===== src/drive_seq_pkg.sv =====
// Purpose: Shared types and constants for the drive on/off sequencer
// Assumes: One system clock, active-low asynchronous power-up reset
// Notes:   Macro codes other than two-wire scheme 1 are local values
package drive_seq_pkg;

  // ************************************************************
  // Sizes
  // ************************************************************
  localparam int unsigned DI_COUNT    = 6;
  localparam int unsigned ROUTE_W     = 3;
  localparam int unsigned MACRO_W     = 8;

  // ************************************************************
  // Control macro codes
  // ************************************************************
  localparam logic [MACRO_W-1:0] MACRO_TWO_WIRE_1   = 8'h0c;
  localparam logic [MACRO_W-1:0] MACRO_TWO_WIRE_2   = 8'h11;
  localparam logic [MACRO_W-1:0] MACRO_TWO_WIRE_3   = 8'h12;
  localparam logic [MACRO_W-1:0] MACRO_THREE_WIRE_1 = 8'h13;
  localparam logic [MACRO_W-1:0] MACRO_THREE_WIRE_2 = 8'h14;

  // ************************************************************
  // Fixed input positions for three-wire schemes
  // ************************************************************
  localparam logic [ROUTE_W-1:0] DI_ENABLE_POS  = 3'h0;
  localparam logic [ROUTE_W-1:0] DI_START_POS   = 3'h1;
  localparam logic [ROUTE_W-1:0] DI_THIRD_POS   = 3'h2;

  // ************************************************************
  // Types
  // ************************************************************
  typedef enum logic [2:0] {
    ST_POWER_UP,
    ST_LOCKOUT,
    ST_READY_TO_START,
    ST_READY,
    ST_OPERATION,
    ST_NORMAL_STOP,
    ST_QUICK_STOP
  } seq_state_t;

  // Outputs handed to the motor control path
  typedef struct packed {
    logic energise;
    logic ramp_active;
    logic quick_ramp;
    logic reverse;
    logic lockout;
  } drive_out_t;

  // Latches kept by the input decoder
  typedef struct packed {
    logic run;
    logic ccw;
  } decode_state_t;

  // Sequencer state
  typedef struct packed {
    seq_state_t state;
    drive_out_t out;
  } seq_regs_t;

  // ************************************************************
  // Reset values
  // ************************************************************
  localparam drive_out_t    DRIVE_OUT_RESET = '{default: 1'b0};
  localparam decode_state_t DECODE_RESET    = '{default: 1'b0};
  localparam seq_state_t    STATE_RESET     = ST_POWER_UP;

endpackage


===== src/di_command_decoder.sv =====
// Purpose: Decode digital inputs into run and direction per macro
// Assumes: Inputs synchronous to clk_i
// Notes:   Outputs are combinational; the sequencer registers them
`timescale 1ns/10ps
module di_command_decoder (
  // Clock and reset
  input  wire logic                                clk_i,
  input  wire logic                                reset_n_i,
  // Configuration
  input  wire logic [drive_seq_pkg::MACRO_W-1:0]   control_macro_select_i,
  input  wire logic [drive_seq_pkg::ROUTE_W-1:0]   run_input_route_i,
  input  wire logic [drive_seq_pkg::ROUTE_W-1:0]   reverse_input_route_i,
  // Inputs
  input  wire logic [drive_seq_pkg::DI_COUNT-1:0]  digital_input_i,
  input  wire logic                                speed_zero_i,
  // Decoded commands
  output logic                                     run_o,
  output logic                                     reverse_o
);
  import drive_seq_pkg::*;

  decode_state_t st;
  decode_state_t next_st;
  logic          first_in;
  logic          second_in;
  logic          enable_in;
  logic          start_in;
  logic          third_in;

  // Pick one input by selector; out-of-range selectors read inactive
  function automatic logic pick(input logic [DI_COUNT-1:0] di, input logic [ROUTE_W-1:0] idx);
    pick = (32'(idx) < DI_COUNT) ? di[idx] : 1'b0;
  endfunction

  // Routed and fixed inputs
  always_comb begin
    first_in  = pick(digital_input_i, run_input_route_i);
    second_in = pick(digital_input_i, reverse_input_route_i);
    enable_in = pick(digital_input_i, DI_ENABLE_POS);
    start_in  = pick(digital_input_i, DI_START_POS);
    third_in  = pick(digital_input_i, DI_THIRD_POS);
  end

  // Scheme decode and latch update
  always_comb begin
    next_st   = st;
    run_o     = 1'b0;
    reverse_o = 1'b0;
    case (control_macro_select_i)
      MACRO_TWO_WIRE_1: begin
        run_o     = first_in;
        reverse_o = first_in & second_in;
      end
      MACRO_TWO_WIRE_2: begin
        // Direction follows the input that rose first, changed only at standstill
        if (speed_zero_i && (first_in ^ second_in)) begin
          next_st.ccw = second_in;
        end
        run_o     = first_in | second_in;
        reverse_o = next_st.ccw;
      end
      MACRO_TWO_WIRE_3: begin
        run_o     = first_in ^ second_in;
        reverse_o = second_in & ~first_in;
      end
      MACRO_THREE_WIRE_1: begin
        if (!enable_in) begin
          next_st.run = 1'b0;
        end else if (start_in) begin
          next_st.run = 1'b1;
          next_st.ccw = 1'b0;
        end else if (third_in) begin
          next_st.run = 1'b1;
          next_st.ccw = 1'b1;
        end
        run_o     = next_st.run;
        reverse_o = next_st.ccw;
      end
      MACRO_THREE_WIRE_2: begin
        if (!enable_in) begin
          next_st.run = 1'b0;
        end else if (start_in) begin
          next_st.run = 1'b1;
        end
        next_st.ccw = third_in;
        run_o     = next_st.run;
        reverse_o = third_in;
      end
      default: begin
        next_st = DECODE_RESET;
      end
    endcase
  end

  // Latch register
  always_ff @(posedge clk_i or negedge reset_n_i) begin
    if (!reset_n_i) begin
      st <= DECODE_RESET;
    end else begin
      st <= next_st;
    end
  end

  // Two-wire scheme 1 never runs with its run input inactive
  a_scheme1_stop: assert property (@(posedge clk_i) disable iff (!reset_n_i)
    (control_macro_select_i == MACRO_TWO_WIRE_1 && !first_in) |-> (!run_o && !reverse_o))
    else $error("scheme 1 runs with run input inactive");

endmodule


===== src/drive_on_off_sequencer.sv =====
// Purpose: Switch-on and switch-off sequence control of a motor drive
// Assumes: Commands synchronous to clk_i; speed zero from motor control
// Notes:   All outputs registered; one state change per clock
`timescale 1ns/10ps
module drive_on_off_sequencer (
  // Clock and reset
  input  wire logic                                clk_i,
  input  wire logic                                reset_n_i,
  // Configuration
  input  wire logic [drive_seq_pkg::MACRO_W-1:0]   control_macro_select_i,
  input  wire logic [drive_seq_pkg::ROUTE_W-1:0]   run_input_route_i,
  input  wire logic [drive_seq_pkg::ROUTE_W-1:0]   reverse_input_route_i,
  input  wire logic                                fieldbus_mode_i,
  input  wire logic                                auto_start_i,
  // Digital inputs
  input  wire logic [drive_seq_pkg::DI_COUNT-1:0]  digital_input_i,
  // Fieldbus control word bits
  input  wire logic                                fb_run_i,
  input  wire logic                                fb_reverse_i,
  input  wire logic                                fb_operation_enable_i,
  // Stop commands
  input  wire logic                                coast_stop_cmd_i,
  input  wire logic                                quick_stop_cmd_i,
  // Motor control feedback
  input  wire logic                                speed_zero_i,
  // Drive outputs
  output logic                                     motor_energise_o,
  output logic                                     ramp_active_o,
  output logic                                     quick_ramp_o,
  output logic                                     reverse_o,
  output logic                                     lockout_o,
  output drive_seq_pkg::seq_state_t                state_o
);
  import drive_seq_pkg::*;

  // ************************************************************
  // Signals
  // ************************************************************
  seq_regs_t st;
  seq_regs_t next_st;
  logic      di_run;
  logic      di_reverse;
  logic      run_cmd;
  logic      reverse_cmd;
  logic      ramp_stop_cmd;
  logic      coast_stop_cmd;
  logic      quick_stop_cmd;
  logic      operation_enable;

  // ************************************************************
  // Digital input decoder
  // ************************************************************
  di_command_decoder u_decoder (
    .clk_i                  (clk_i),
    .reset_n_i              (reset_n_i),
    .control_macro_select_i (control_macro_select_i),
    .run_input_route_i      (run_input_route_i),
    .reverse_input_route_i  (reverse_input_route_i),
    .digital_input_i        (digital_input_i),
    .speed_zero_i           (speed_zero_i),
    .run_o                  (di_run),
    .reverse_o              (di_reverse)
  );

  // ************************************************************
  // Command source selection
  // ************************************************************
  // Run and direction from fieldbus or digital inputs; enable from fieldbus, tied high under digital inputs
  always_comb begin
    run_cmd          = fieldbus_mode_i ? fb_run_i : di_run;
    reverse_cmd      = fieldbus_mode_i ? fb_reverse_i : di_reverse;
    operation_enable = fieldbus_mode_i ? fb_operation_enable_i : 1'b1;
    // Stop priority: coast over quick over ramp
    coast_stop_cmd   = coast_stop_cmd_i;
    quick_stop_cmd   = quick_stop_cmd_i & ~coast_stop_cmd_i;
    ramp_stop_cmd    = ~run_cmd & ~coast_stop_cmd_i & ~quick_stop_cmd_i;
  end

  // ************************************************************
  // Sequence state machine
  // ************************************************************
  // Next state and output flags
  always_comb begin
    next_st = st;
    case (st.state)
      // First edge after reset samples run and the stops
      ST_POWER_UP: begin
        if (coast_stop_cmd || quick_stop_cmd) begin
          next_st.state = ST_LOCKOUT;
        end else if (run_cmd && !auto_start_i) begin
          next_st.state = ST_LOCKOUT;
        end else begin
          next_st.state = ST_READY_TO_START;
        end
      end
      ST_LOCKOUT: begin
        // Leave only once switch-on has been withdrawn
        if (!run_cmd && !coast_stop_cmd && !quick_stop_cmd) begin
          next_st.state = ST_READY_TO_START;
        end
      end
      // Idle with the motor off, waiting for switch-on
      ST_READY_TO_START: begin
        if (coast_stop_cmd || quick_stop_cmd) begin
          next_st.state = ST_LOCKOUT;
        end else if (run_cmd) begin
          next_st.state = ST_READY;
        end
      end
      // Switched on, waiting for the operating enable
      ST_READY: begin
        if (coast_stop_cmd || quick_stop_cmd) begin
          next_st.state = ST_LOCKOUT;
        end else if (ramp_stop_cmd) begin
          next_st.state = ST_READY_TO_START;
        end else if (operation_enable) begin
          next_st.state = ST_OPERATION;
        end
      end
      // Motor driven; stops taken in priority order
      ST_OPERATION: begin
        if (coast_stop_cmd) begin
          next_st.state = ST_LOCKOUT;
        end else if (quick_stop_cmd) begin
          next_st.state = ST_QUICK_STOP;
        end else if (ramp_stop_cmd) begin
          next_st.state = ST_NORMAL_STOP;
        end
      end
      // Braking on the normal ramp
      ST_NORMAL_STOP: begin
        if (coast_stop_cmd) begin
          next_st.state = ST_LOCKOUT;
        end else if (quick_stop_cmd) begin
          next_st.state = ST_QUICK_STOP;
        end else if (speed_zero_i) begin
          next_st.state = ST_READY_TO_START;
        end
      end
      // Braking on the quick ramp, then lockout
      ST_QUICK_STOP: begin
        if (coast_stop_cmd) begin
          next_st.state = ST_LOCKOUT;
        end else if (speed_zero_i) begin
          next_st.state = ST_LOCKOUT;
        end
      end
      // Unused codes fall back to lockout
      default: begin
        next_st.state = ST_LOCKOUT;
      end
    endcase

    // Output flags follow the state being entered
    next_st.out.energise    = (next_st.state == ST_OPERATION) ||
                              (next_st.state == ST_NORMAL_STOP) ||
                              (next_st.state == ST_QUICK_STOP);
    next_st.out.ramp_active = (next_st.state == ST_NORMAL_STOP) ||
                              (next_st.state == ST_QUICK_STOP);
    next_st.out.quick_ramp  = (next_st.state == ST_QUICK_STOP);
    next_st.out.lockout     = (next_st.state == ST_LOCKOUT);
    // Direction is held while braking so the ramp keeps its sense
    if (next_st.state == ST_OPERATION) begin
      next_st.out.reverse = reverse_cmd;
    end else if (!next_st.out.ramp_active) begin
      next_st.out.reverse = 1'b0;
    end
  end

  // State register
  always_ff @(posedge clk_i or negedge reset_n_i) begin
    if (!reset_n_i) begin
      st.state <= STATE_RESET;
      st.out   <= DRIVE_OUT_RESET;
    end else begin
      st <= next_st;
    end
  end

  // ************************************************************
  // Outputs
  // ************************************************************
  // Straight from the state register
  always_comb begin
    motor_energise_o = st.out.energise;
    ramp_active_o    = st.out.ramp_active;
    quick_ramp_o     = st.out.quick_ramp;
    reverse_o        = st.out.reverse;
    lockout_o        = st.out.lockout;
    state_o          = st.state;
  end

  // ************************************************************
  // Checks
  // ************************************************************
  a_powerup_ready: assert property (@(posedge clk_i) disable iff (!reset_n_i)
    (st.state == ST_POWER_UP && !run_cmd && !coast_stop_cmd_i && !quick_stop_cmd_i)
      |=> (st.state == ST_READY_TO_START && !motor_energise_o))
    else $error("power-up did not reach ready to start");

  a_switch_on: assert property (@(posedge clk_i) disable iff (!reset_n_i)
    (st.state == ST_READY && run_cmd && operation_enable && !coast_stop_cmd_i && !quick_stop_cmd_i)
      |=> (st.state == ST_OPERATION && motor_energise_o && !ramp_active_o))
    else $error("switch-on did not energise the motor");

  a_ramp_stop: assert property (@(posedge clk_i) disable iff (!reset_n_i)
    (st.state == ST_OPERATION && ramp_stop_cmd)
      |=> (st.state == ST_NORMAL_STOP && ramp_active_o && !quick_ramp_o && motor_energise_o))
    else $error("ramp stop did not start the normal ramp");

  a_ramp_end: assert property (@(posedge clk_i) disable iff (!reset_n_i)
    (st.state == ST_NORMAL_STOP && speed_zero_i && !coast_stop_cmd_i && !quick_stop_cmd_i)
      |=> (st.state == ST_READY_TO_START && !motor_energise_o && !ramp_active_o))
    else $error("normal stop did not end at standstill");

  a_coast_stop: assert property (@(posedge clk_i) disable iff (!reset_n_i)
    (coast_stop_cmd_i && st.state != ST_POWER_UP)
      |=> (!motor_energise_o && !ramp_active_o && lockout_o))
    else $error("coast stop did not de-energise at once");

  a_quick_stop: assert property (@(posedge clk_i) disable iff (!reset_n_i)
    (st.state == ST_OPERATION && quick_stop_cmd_i && !coast_stop_cmd_i)
      |=> (st.state == ST_QUICK_STOP && quick_ramp_o) ##1 (st.state != ST_NORMAL_STOP))
    else $error("quick stop lost priority");

  a_quick_end: assert property (@(posedge clk_i) disable iff (!reset_n_i)
    (st.state == ST_QUICK_STOP && speed_zero_i)
      |=> (st.state == ST_LOCKOUT && !motor_energise_o))
    else $error("quick stop did not end in lockout");

  a_lockout_hold: assert property (@(posedge clk_i) disable iff (!reset_n_i)
    (st.state == ST_LOCKOUT && run_cmd) |=> (st.state == ST_LOCKOUT && !motor_energise_o))
    else $error("lockout reacted to switch-on");

  a_powerup_lock: assert property (@(posedge clk_i) disable iff (!reset_n_i)
    (st.state == ST_POWER_UP && run_cmd && !auto_start_i) |=> lockout_o)
    else $error("held switch-on at power-up not locked out");

  a_auto_start: assert property (@(posedge clk_i) disable iff (!reset_n_i)
    (st.state == ST_POWER_UP && run_cmd && auto_start_i && !coast_stop_cmd_i && !quick_stop_cmd_i)
      |=> (st.state == ST_READY_TO_START) ##1 (st.state != ST_LOCKOUT))
    else $error("automatic start did not accept switch-on");

  a_wait_enable: assert property (@(posedge clk_i) disable iff (!reset_n_i)
    (st.state == ST_READY && fieldbus_mode_i && !fb_operation_enable_i && run_cmd
      && !coast_stop_cmd_i && !quick_stop_cmd_i) |=> (st.state == ST_READY && !motor_energise_o))
    else $error("ready left without operating enable");

  a_di_enable: assert property (@(posedge clk_i) disable iff (!reset_n_i)
    (st.state == ST_READY && !fieldbus_mode_i && run_cmd && !coast_stop_cmd_i && !quick_stop_cmd_i)
      |=> (st.state == ST_OPERATION))
    else $error("digital-input control lacked automatic enable");

  a_stop_lockout: assert property (@(posedge clk_i) disable iff (!reset_n_i)
    (st.state == ST_READY_TO_START && (coast_stop_cmd_i || quick_stop_cmd_i)) |=> lockout_o)
    else $error("stop command did not lock out");

  // ************************************************************
  // Checks on stop priority, flags, routing and leaving ready, lockout and power-up
  // ************************************************************
  a_quick_over_ramp: assert property (@(posedge clk_i) disable iff (!reset_n_i)
    (st.state == ST_NORMAL_STOP && quick_stop_cmd_i && !coast_stop_cmd_i)
      |=> (st.state == ST_QUICK_STOP && quick_ramp_o && motor_energise_o))
    else $error("quick stop did not cut the normal ramp");

  a_coast_quick: assert property (@(posedge clk_i) disable iff (!reset_n_i)
    (st.state == ST_QUICK_STOP && coast_stop_cmd_i)
      |=> (st.state == ST_LOCKOUT && !motor_energise_o && !ramp_active_o))
    else $error("coast stop did not end the quick ramp");

  a_coast_ramp: assert property (@(posedge clk_i) disable iff (!reset_n_i)
    (st.state == ST_NORMAL_STOP && coast_stop_cmd_i)
      |=> (st.state == ST_LOCKOUT && !motor_energise_o && !ramp_active_o))
    else $error("coast stop did not end the normal ramp");

  a_ramp_flags: assert property (@(posedge clk_i) disable iff (!reset_n_i)
    ramp_active_o
      |-> (motor_energise_o && (state_o == ST_NORMAL_STOP || state_o == ST_QUICK_STOP)))
    else $error("ramp flag outside a braking state");

  a_quick_flag: assert property (@(posedge clk_i) disable iff (!reset_n_i)
    quick_ramp_o
      |-> (ramp_active_o && state_o == ST_QUICK_STOP))
    else $error("quick ramp flag outside quick stop");

  a_lockout_flag: assert property (@(posedge clk_i) disable iff (!reset_n_i)
    lockout_o
      |-> (state_o == ST_LOCKOUT && !motor_energise_o && !reverse_o))
    else $error("lockout flag with the motor driven");

  a_ready_withdraw: assert property (@(posedge clk_i) disable iff (!reset_n_i)
    (st.state == ST_READY && !run_cmd && !coast_stop_cmd_i && !quick_stop_cmd_i)
      |=> (st.state == ST_READY_TO_START && !motor_energise_o))
    else $error("ready kept after run withdrawn");

  a_brake_dir: assert property (@(posedge clk_i) disable iff (!reset_n_i)
    (ramp_active_o && !coast_stop_cmd_i && !speed_zero_i)
      |=> (ramp_active_o && $stable(reverse_o)))
    else $error("direction changed while braking");

  a_route_run: assert property (@(posedge clk_i) disable iff (!reset_n_i)
    (!fieldbus_mode_i && control_macro_select_i == MACRO_TWO_WIRE_1 && 32'(run_input_route_i) < DI_COUNT)
      |-> (run_cmd == digital_input_i[run_input_route_i]))
    else $error("run not taken from the routed input");

  a_route_reverse: assert property (@(posedge clk_i) disable iff (!reset_n_i)
    (!fieldbus_mode_i && control_macro_select_i == MACRO_TWO_WIRE_1 && 32'(reverse_input_route_i) < DI_COUNT)
      |-> (reverse_cmd == (run_cmd && digital_input_i[reverse_input_route_i])))
    else $error("reverse not taken from the routed input");

  a_lockout_leave: assert property (@(posedge clk_i) disable iff (!reset_n_i)
    (st.state == ST_LOCKOUT && !run_cmd && !coast_stop_cmd_i && !quick_stop_cmd_i)
      |=> (st.state == ST_READY_TO_START && !lockout_o))
    else $error("lockout kept after switch-on withdrawn");

  a_quick_ready: assert property (@(posedge clk_i) disable iff (!reset_n_i)
    (st.state == ST_READY && quick_stop_cmd_i)
      |=> (lockout_o && !motor_energise_o))
    else $error("quick stop in ready did not lock out");

  a_powerup_once: assert property (@(posedge clk_i) disable iff (!reset_n_i)
    (st.state == ST_POWER_UP)
      |=> (st.state == ST_LOCKOUT || st.state == ST_READY_TO_START))
    else $error("power-up state held");

endmodule


===== config.mk =====
export PLATFORM = sky130hd
export DESIGN_NAME = drive_on_off_sequencer
export DESIGN_NICKNAME = d
export VERILOG_FILES = /design/src/drive_seq_pkg.sv /design/src/di_command_decoder.sv /design/src/drive_on_off_sequencer.sv
export SDC_FILE = /design/constraint.sdc
export NUM_CORES = 1
export LEC_CHECK = 0
export BUFFER_PORTS_ARGS = -buffer_cell sky130_fd_sc_hd__buf_2
export CAP_MARGIN = 0
export CELL_PAD_IN_SITES_DETAIL_PLACEMENT = 1
export CELL_PAD_IN_SITES_GLOBAL_PLACEMENT = 1
export CORE_MARGIN = 10
export CORE_UTILIZATION = 38
export CTS_BUF_LIST = sky130_fd_sc_hd__clkbuf_4 sky130_fd_sc_hd__clkbuf_8
export DETAILED_ROUTE_END_ITERATION = 6
export PLACE_DENSITY_LB_ADDON = 0.1
export SETUP_SLACK_MARGIN = 0.3
export SKIP_CTS_REPAIR_TIMING = 1
export SYNTH_ARGS = -nofsm -noshare
export SYNTH_HDL_FRONTEND = slang
export SYNTH_SLANG_ARGS = --single-unit

===== constraint.sdc =====
create_clock -name clk_i -period 3.5 [get_ports clk_i]
set_input_delay 0.175 -clock clk_i [delete_from_list [all_inputs] [get_ports clk_i]]
set_output_delay 0.175 -clock clk_i [all_outputs]
set_load 0.03 [all_outputs]

==> results summary, run 1 <==
The overall die width is 69.6 um. Among cell families on the critical path, the largest total delay comes from multiplexers. The top fanout value on the critical path is 3.

The number of I/O port buffers is 37. The synthesized design contains 10 register bits. The final count of pins violating max slew was 0. Leaving out fill and tap cells, the most frequent cell in the layout is sky130_fd_sc_hd__buf_2.

The average footprint of a synthesized cell came out at 8.64 sq um. The data arrival time of the worst path is 2.55 ns. The proportion of synthesized chip area in sequential cells is 26.8%. The total of warnings raised by yosys came out at 0. Clock skew on the completed layout was measured at 0.00458 ns.

The worst setup path is of the in -> reg kind. The signal on the critical path passes through buf_2 -> mux4_2 -> mux2i_1 -> ha_1 -> nand3b_1 -> o32ai_2 -> nor3_2 -> o21a_1 -> o221ai_2 -> xor2_1 -> a31o_1. TritonCTS built the clock tree. Summing over every cut layer, the via total after detailed routing is 984. Clock-pin slew was measured on the worst setup and hold paths at 0.07 ns. For this block, wires on met1 add up to 1300 um. The number of H-tree levels is 1. The length of routed met3 wiring is 205 um.

The repair_antennas step left the layout with diodes totalling 0. The placed wire-length estimate came out at 2450 um. In the layout the commonest cells are sky130_fd_sc_hd__buf_2, sky130_fd_sc_hd__nor2_1, sky130_fd_sc_hd__dfrtp_1. The run finished with clean final reports. The number of antenna violations at the first check in global routing came out at 0. The worst setup path is captured at a flop. The number of DRC violations after detailed routing is 0.

For the worst setup path, the data required time is 3.67 ns. The first-pass iteration count of the detailed router came out at 4. The number of global-route vias before repair was 1024. The final critical path takes up 68.0% of the cycle. At the end of the flow, the number of nets in the layout was 178. The number of buffers created by CTS is 3. The leakage power summed over all cells came out at 0.547 nW. The global route total overflow is 0. The count of buffering cells on the critical path with inverters included is 1. The clock tree buffer depth came out at 2. Counting distinct cell types in the post-synthesis netlist gives 46. The largest net degree at the start of global routing came out at 11.

The mapped netlist covers 933 sq um. The starting density of the core is 41.0%. The area after detailed placement is 1130 sq um. The area growth from synthesis to layout is 26.0%. The number of standard cells after synthesis came out at 108.

The routed via count divided by cell count came out at 5.66. The wire length per cell is 16.9 um. The cell depth of the worst flop-to-flop path came out at 8. The number of max-capacitance violations reported came out at 0. Measured along the y axis, the die boundary spans 69.6 um. The first-pass GRT wire length came out at 4840 um. The summed negative setup slack over all endpoints came out at 0 ns.

The wire length after detailed routing came out at 2940 um. Summed over all nets, wire length on met2 after detailed routing comes to 1420 um. The register-to-register setup slack is 1.46 ns. The startpoint identified for the worst register-to-register timing path is u_decoder.st[1]$_DFFE_PN0N_. The slew at the pin closest to its max-slew limit came out at 0.545 ns. The slowest cell on the critical path is sky130_fd_sc_hd__mux4_2. The largest single stage delay on the critical path is 0.49 ns.

The final number of setup-violating endpoints is 0. The most critical setup path has its startpoint at reverse_input_route_i[2]. The endpoint of the worst register-to-register path is reverse_o$_DFFE_PN0P_. The worst vdd rail ir drop is 0.201 mV. For this run, the leading register cell type out of synthesis is sky130_fd_sc_hd__dfrtp_1.

The number of antenna-violating nets in the routed design is 0. CTS saw 10 sinks. Dividing total power by cell area gives a power density of 276 nW/um^2.

The clock latency on the worst-skew pair is 0.27 ns. The share of async-settable or async-resettable flops after synthesis is 100%. The post-route netlist has 35.6% of its cells at a drive strength greater than 1. The path length in cells of the critical path came out at 11. Timing would allow up to 0.420 GHz.

The count of pins on the block boundary came out at 38. The worst hold path belongs to the class in -> reg. The tightest slew margin relative to the limit is 63.3%. The hold violation total from the final report is 0. The standard cell core area came out at 2280 sq um. Setup repair after global routing left no endpoint under its margin. The critical path capture point is reverse_o$_DFFE_PN0P_.

The area of the die came out at 4840 sq um. Global routing used 11.7% of the available tracks across all layers. The post-route cell area is 1180 sq um. In this run, synthesis inferred 0 flip-flops with an integrated enable.

The congestion estimate from routability-driven global placement came to 0.876. STA classifies the critical path startpoint as a primary input. The clock period minus final worst setup slack is 2.38 ns. The violation count after the first detailed-routing iteration is 47.

The number of nets produced by synthesis is 139. The root cell of the clock tree is sky130_fd_sc_hd__clkbuf_4. The row count came out at 17. The highest layer touched by signal routing is met4.
[logic make-up (layout without fill, tap and decap cells)]
group / after synthesis / count (layout) / share of synthesized area (%)
mux: 7 / 7 / 10.3
buf+inv: 7 / 45 / 3.75
flops: 10 / 10 / 26.8
xor+xnor: 1 / 1 / 0.939
simple gates: 50 / 50 / 30.7
fa+ha+maj: 1 / 1 / 1.34
compound gates: 32 / 32 / 26.1
[sequential cells by signal, summed over array words and instances (netlist names)]
name              count
u_decoder.st          2
lockout_o             1
state_o               3
ramp_active_o         1
motor_energise_o      1
reverse_o             1
quick_ramp_o          1
[power by group]
group	switching [mW]	internal (mW)	leakage [nW]
clock	0.0431	0.0632	0.0210
combinational	0.0534	0.0410	0.395
sequential	0.00504	0.119	0.131
total	0.102	0.223	0.547
[through the flow]
| step | util, % | cells | total power [mW] | hold slack (ns) | setup WS [ns] |
|---|---|---|---|---|---|
| finish | 51.7 | 174 | 0.325 | 0.252 | 1.12 |
| global route | 51.7 | 174 | 0.344 | 0.257 | 0.966 |
| CTS | 51.2 | 173 | 0.327 | -0.255 | 1.11 |
| detailed placement | 49.6 | 169 | 0.220 | 0.0437 | 0.833 |
| global placement | 49.6 | 169 | 0.215 | 0.0374 | 0.951 |
| floorplan | - | 108 | 0.181 | -0.121 | 1.20 |
[per-layer routing]
| layer | track usage [%] | up-vias |
|---|---|---|
| li1 | - | 487 |
| met1 | 13.7 | 467 |
| met2 | 19.4 | 28 |
| met3 | 3.28 | 2 |
| met4 | 4.66 | 0 |
| met5 | 0 | - |
[synth_stat cells, drive strengths merged (3+ instances only)]
master	n	area (sq um)
a21oi	8	40.0
mux2i	4	40.0
nor2b	3	18.8
nand2b	4	25.0
nand2	5	18.8
and3	3	18.8
buf	3	20.0
dfrtp	10	250
nand3b	4	30.0
o21ai	8	40.0
inv	3	11.3
nor3	9	55.1
nor2	11	41.3
[worst min-delay path by stage]
stage               depth (start not counted)                      to             start
global placement                            1     lockout_o$_DFF_PN0_         reset_n_i
finish                                      2    state_o[1]$_DFF_PN0_  coast_stop_cmd_i
detailed placement                          1     lockout_o$_DFF_PN0_         reset_n_i
global route                                2    state_o[1]$_DFF_PN0_  coast_stop_cmd_i
floorplan                                   0     lockout_o$_DFF_PN0_         reset_n_i
CTS                                         1  quick_ramp_o$_DFF_PN0_         reset_n_i
[final cells by class]
class                   instances  area (sq um)
inverters                       3          11.3
fillers                       276          1100
repair buffers                 38           195
flip-flops and latches         10           250
well taps                      28          35.0
multi-input cells              91           648
clock buffers                   4          36.3
[worst register-to-register path, cell delays in order (launching register included)]
cell	delay [ns]
sky130_fd_sc_hd__dfrtp_1	0.41
sky130_fd_sc_hd__nor3_1	0.19
sky130_fd_sc_hd__o22ai_1	0.10
sky130_fd_sc_hd__and3_1	0.20
sky130_fd_sc_hd__nor3_2	0.24
sky130_fd_sc_hd__o21a_1	0.21
sky130_fd_sc_hd__o221ai_2	0.14
sky130_fd_sc_hd__xor2_1	0.21
sky130_fd_sc_hd__a31o_1	0.24
Power figures use the tool's default switching activity.
==> inputs of run 2 (changes only) <==
--- a/config.mk
+++ b/config.mk
@@ -10,7 +10,7 @@
 export CELL_PAD_IN_SITES_DETAIL_PLACEMENT = 1
 export CELL_PAD_IN_SITES_GLOBAL_PLACEMENT = 1
 export CORE_MARGIN = 10
-export CORE_UTILIZATION = 38
+export CORE_UTILIZATION = 32
 export CTS_BUF_LIST = sky130_fd_sc_hd__clkbuf_4 sky130_fd_sc_hd__clkbuf_8
 export DETAILED_ROUTE_END_ITERATION = 6
 export PLACE_DENSITY_LB_ADDON = 0.1
==> constraint.sdc (replaced) <==
create_clock -name clk_i -period 2.1 [get_ports clk_i]
set_input_delay 0.105 -clock clk_i [delete_from_list [all_inputs] [get_ports clk_i]]
set_output_delay 0.105 -clock clk_i [all_outputs]
set_load 0.03 [all_outputs]
==> results summary, run 2 (synthesized netlist as in run 1, its figures left out) <==
The clock transition at the registers of the reported paths came out at 0.06 ns. The floorplan step set the die height to 74.0 um. The routability congestion estimate from global placement came out at 0.819. The area growth from synthesis to layout is 49.5%. The routed via count divided by cell count came out at 5.54. The starting density of the core came out at 33.6%. The clock reaches the later pin of the worst-skew pair after 0.25 ns.

The violation count after the first detailed-routing iteration came out at 29. For this run, the detailed router's first-pass iteration total came to 2. For the worst setup path, the data required time is 2.24 ns. The CTS sink count is 10. The hold violation total from the final report is 0. The post-layout utilization of the core is 50.2%. The number of H-tree levels is 1. The flow ran to the end, but the final reports show violations. The final number of setup-violating endpoints is 2. The number of buffers created by CTS came out at 3. The placed wire-length estimate came out at 2650 um. The final count of pins violating max slew was 0.

The top fanout value on the critical path is 3. Across the run, the number of max-cap violations was 0. The number of I/O port buffers came out at 37. The wire length per cell came out at 16.3 um. The kind of capture point of the worst setup path is a flop.

The leakage power summed over all cells is 0.645 nW. The area of the die came out at 5480 sq um. The worst vdd rail ir drop came out at 0.410 mV. Setup repair after global routing could not meet its margin everywhere. The root buffer cell chosen for the clock tree is sky130_fd_sc_hd__clkbuf_4. The summed negative setup slack over all endpoints came out at -0.158 ns. The total power divided by cell area is 384 nW/um^2. The number of vias in the routed layout came out at 1081.

The cell count after placement is 187. The number of antenna violations at the first check in global routing is 0. The ratio of cells with drive above 1 in the final layout is 47.0%. The first global-routing pass estimated 5230 um of wire. The all-layer global routing usage is 11.6%. The antenna diode count came out at 0.

After global routing the overflow that remains totals 0. The category of the critical setup timing path is in -> reg. For the pin with the worst max-slew slack, the measured transition is 0.447 ns. The number of flip-flops under the largest register name came out at 3.

The checks that failed: negative setup slack. The worst pin sits at a relative slew slack of 69.9%. In the layout the commonest cells are sky130_fd_sc_hd__buf_2, sky130_fd_sc_hd__buf_4, sky130_fd_sc_hd__nor2_1, sky130_fd_sc_hd__dfrtp_1, sky130_fd_sc_hd__a21oi_1. The leading cell type in the layout, fill and taps excluded is sky130_fd_sc_hd__buf_2. The data arrival time of the worst path came out at 2.35 ns. In this run the count of I/O pins placed on the die edge is 38. The overall die width is 74.0 um. The clock period minus final worst setup slack came out at 2.21 ns. The row count came out at 19. Dividing the final minimum period by the clock period gives 105%. The standard cell core area came out at 2780 sq um.

The final-stage net count is 197. The clock tree buffer depth is 2. The number of DRC violations after detailed routing came out at 0. In the final layout, the multi-input gates occupy 703 sq um. The wire length after detailed routing came out at 3170 um. The number of antenna-violating nets in the routed design came out at 0. The clock skew came out at 0.00165 ns. The number of inserted filler cells in the final layout came out at 348. The register area came out at 250 sq um. The startpoint type of the worst setup path is a primary input. The clock tree from TritonCTS is done.

The number of global-route vias before repair came out at 1156. For this run, the top clock speed supported by timing is 0.453 GHz. The largest net degree at the start of global routing came out at 11. The tightest min-delay check is of the in -> async type. In the post-route analysis, the smallest setup slack over all paths is -0.110 ns. The post-route non-filler standard cell count is 195.

Total power for the finished layout comes to 536 uW.
==> run 2: worst paths after layout <==
path                            slack [ns]                        start  cells after the start                           to
worst max-delay path                 -0.11         run_input_route_i[2]                     11        reverse_o$_DFFE_PN0P_
worst min-delay path                  0.24                    reset_n_i                      2       quick_ramp_o$_DFF_PN0_
worst max register to register       -0.03  u_decoder.st[1]$_DFFE_PN0N_                      8        reverse_o$_DFFE_PN0P_
worst min register to register        0.51        reverse_o$_DFFE_PN0P_                      1        reverse_o$_DFFE_PN0P_
max in group asynchronous             1.68                    reset_n_i                      2         state_o[0]$_DFF_PN0_
min in group clk_i                    0.30    control_macro_select_i[1]                      4  u_decoder.st[1]$_DFFE_PN0N_
==> run 2: final cells by class <==
cell class	instances	area share [%]
clock buffer	3	1.61
timing repair buffer	57	26.5
tap	31	2.78
sequential	10	17.9
inverter	3	0.807
multi-input combinational	91	50.4
==> run 2: worst max-delay path, cell delays in order <==
cell and delay, ns:
sky130_fd_sc_hd__buf_6 0.07, sky130_fd_sc_hd__mux4_2 0.51, sky130_fd_sc_hd__a22oi_4 0.20, sky130_fd_sc_hd__ha_4 0.23
sky130_fd_sc_hd__nand3b_1 0.10, sky130_fd_sc_hd__o32ai_2 0.08, sky130_fd_sc_hd__nor3_2 0.28, sky130_fd_sc_hd__o21a_1 0.21
sky130_fd_sc_hd__o221ai_2 0.14, sky130_fd_sc_hd__xor2_1 0.20, sky130_fd_sc_hd__a31o_1 0.23
==> run 2: per-layer routing <==
layer / vias up / track usage (%) / routed length, um / share of wire, %
li1: 526 / - / - / -
met1: 537 / 14.8 / 1460 / 46
met2: 16 / 19.3 / 1590 / 50
met3: 2 / 2.66 / 114 / 3.6
met4: 0 / 2.48 / 8 / 0.25
met5: - / 0 / 0 / 0
==> run 2: through the flow <==
step	hold WS (ns)	instance area, sq um	worst slack [ns]
floorplan	-0.191	933	-0.0626
global placement	-0.0327	1250	-0.244
detailed placement	-0.0295	1250	-0.341
CTS	-0.302	1270	-0.0745
global route	0.247	1400	-0.194
finish	0.236	1400	-0.110
==> run 2: power by group <==
part | switching [mW] | internal, mW | total, mW
sequential | 0.00545 | 0.199 | 0.204
combinational | 0.107 | 0.108 | 0.216
clock | 0.0508 | 0.0653 | 0.116
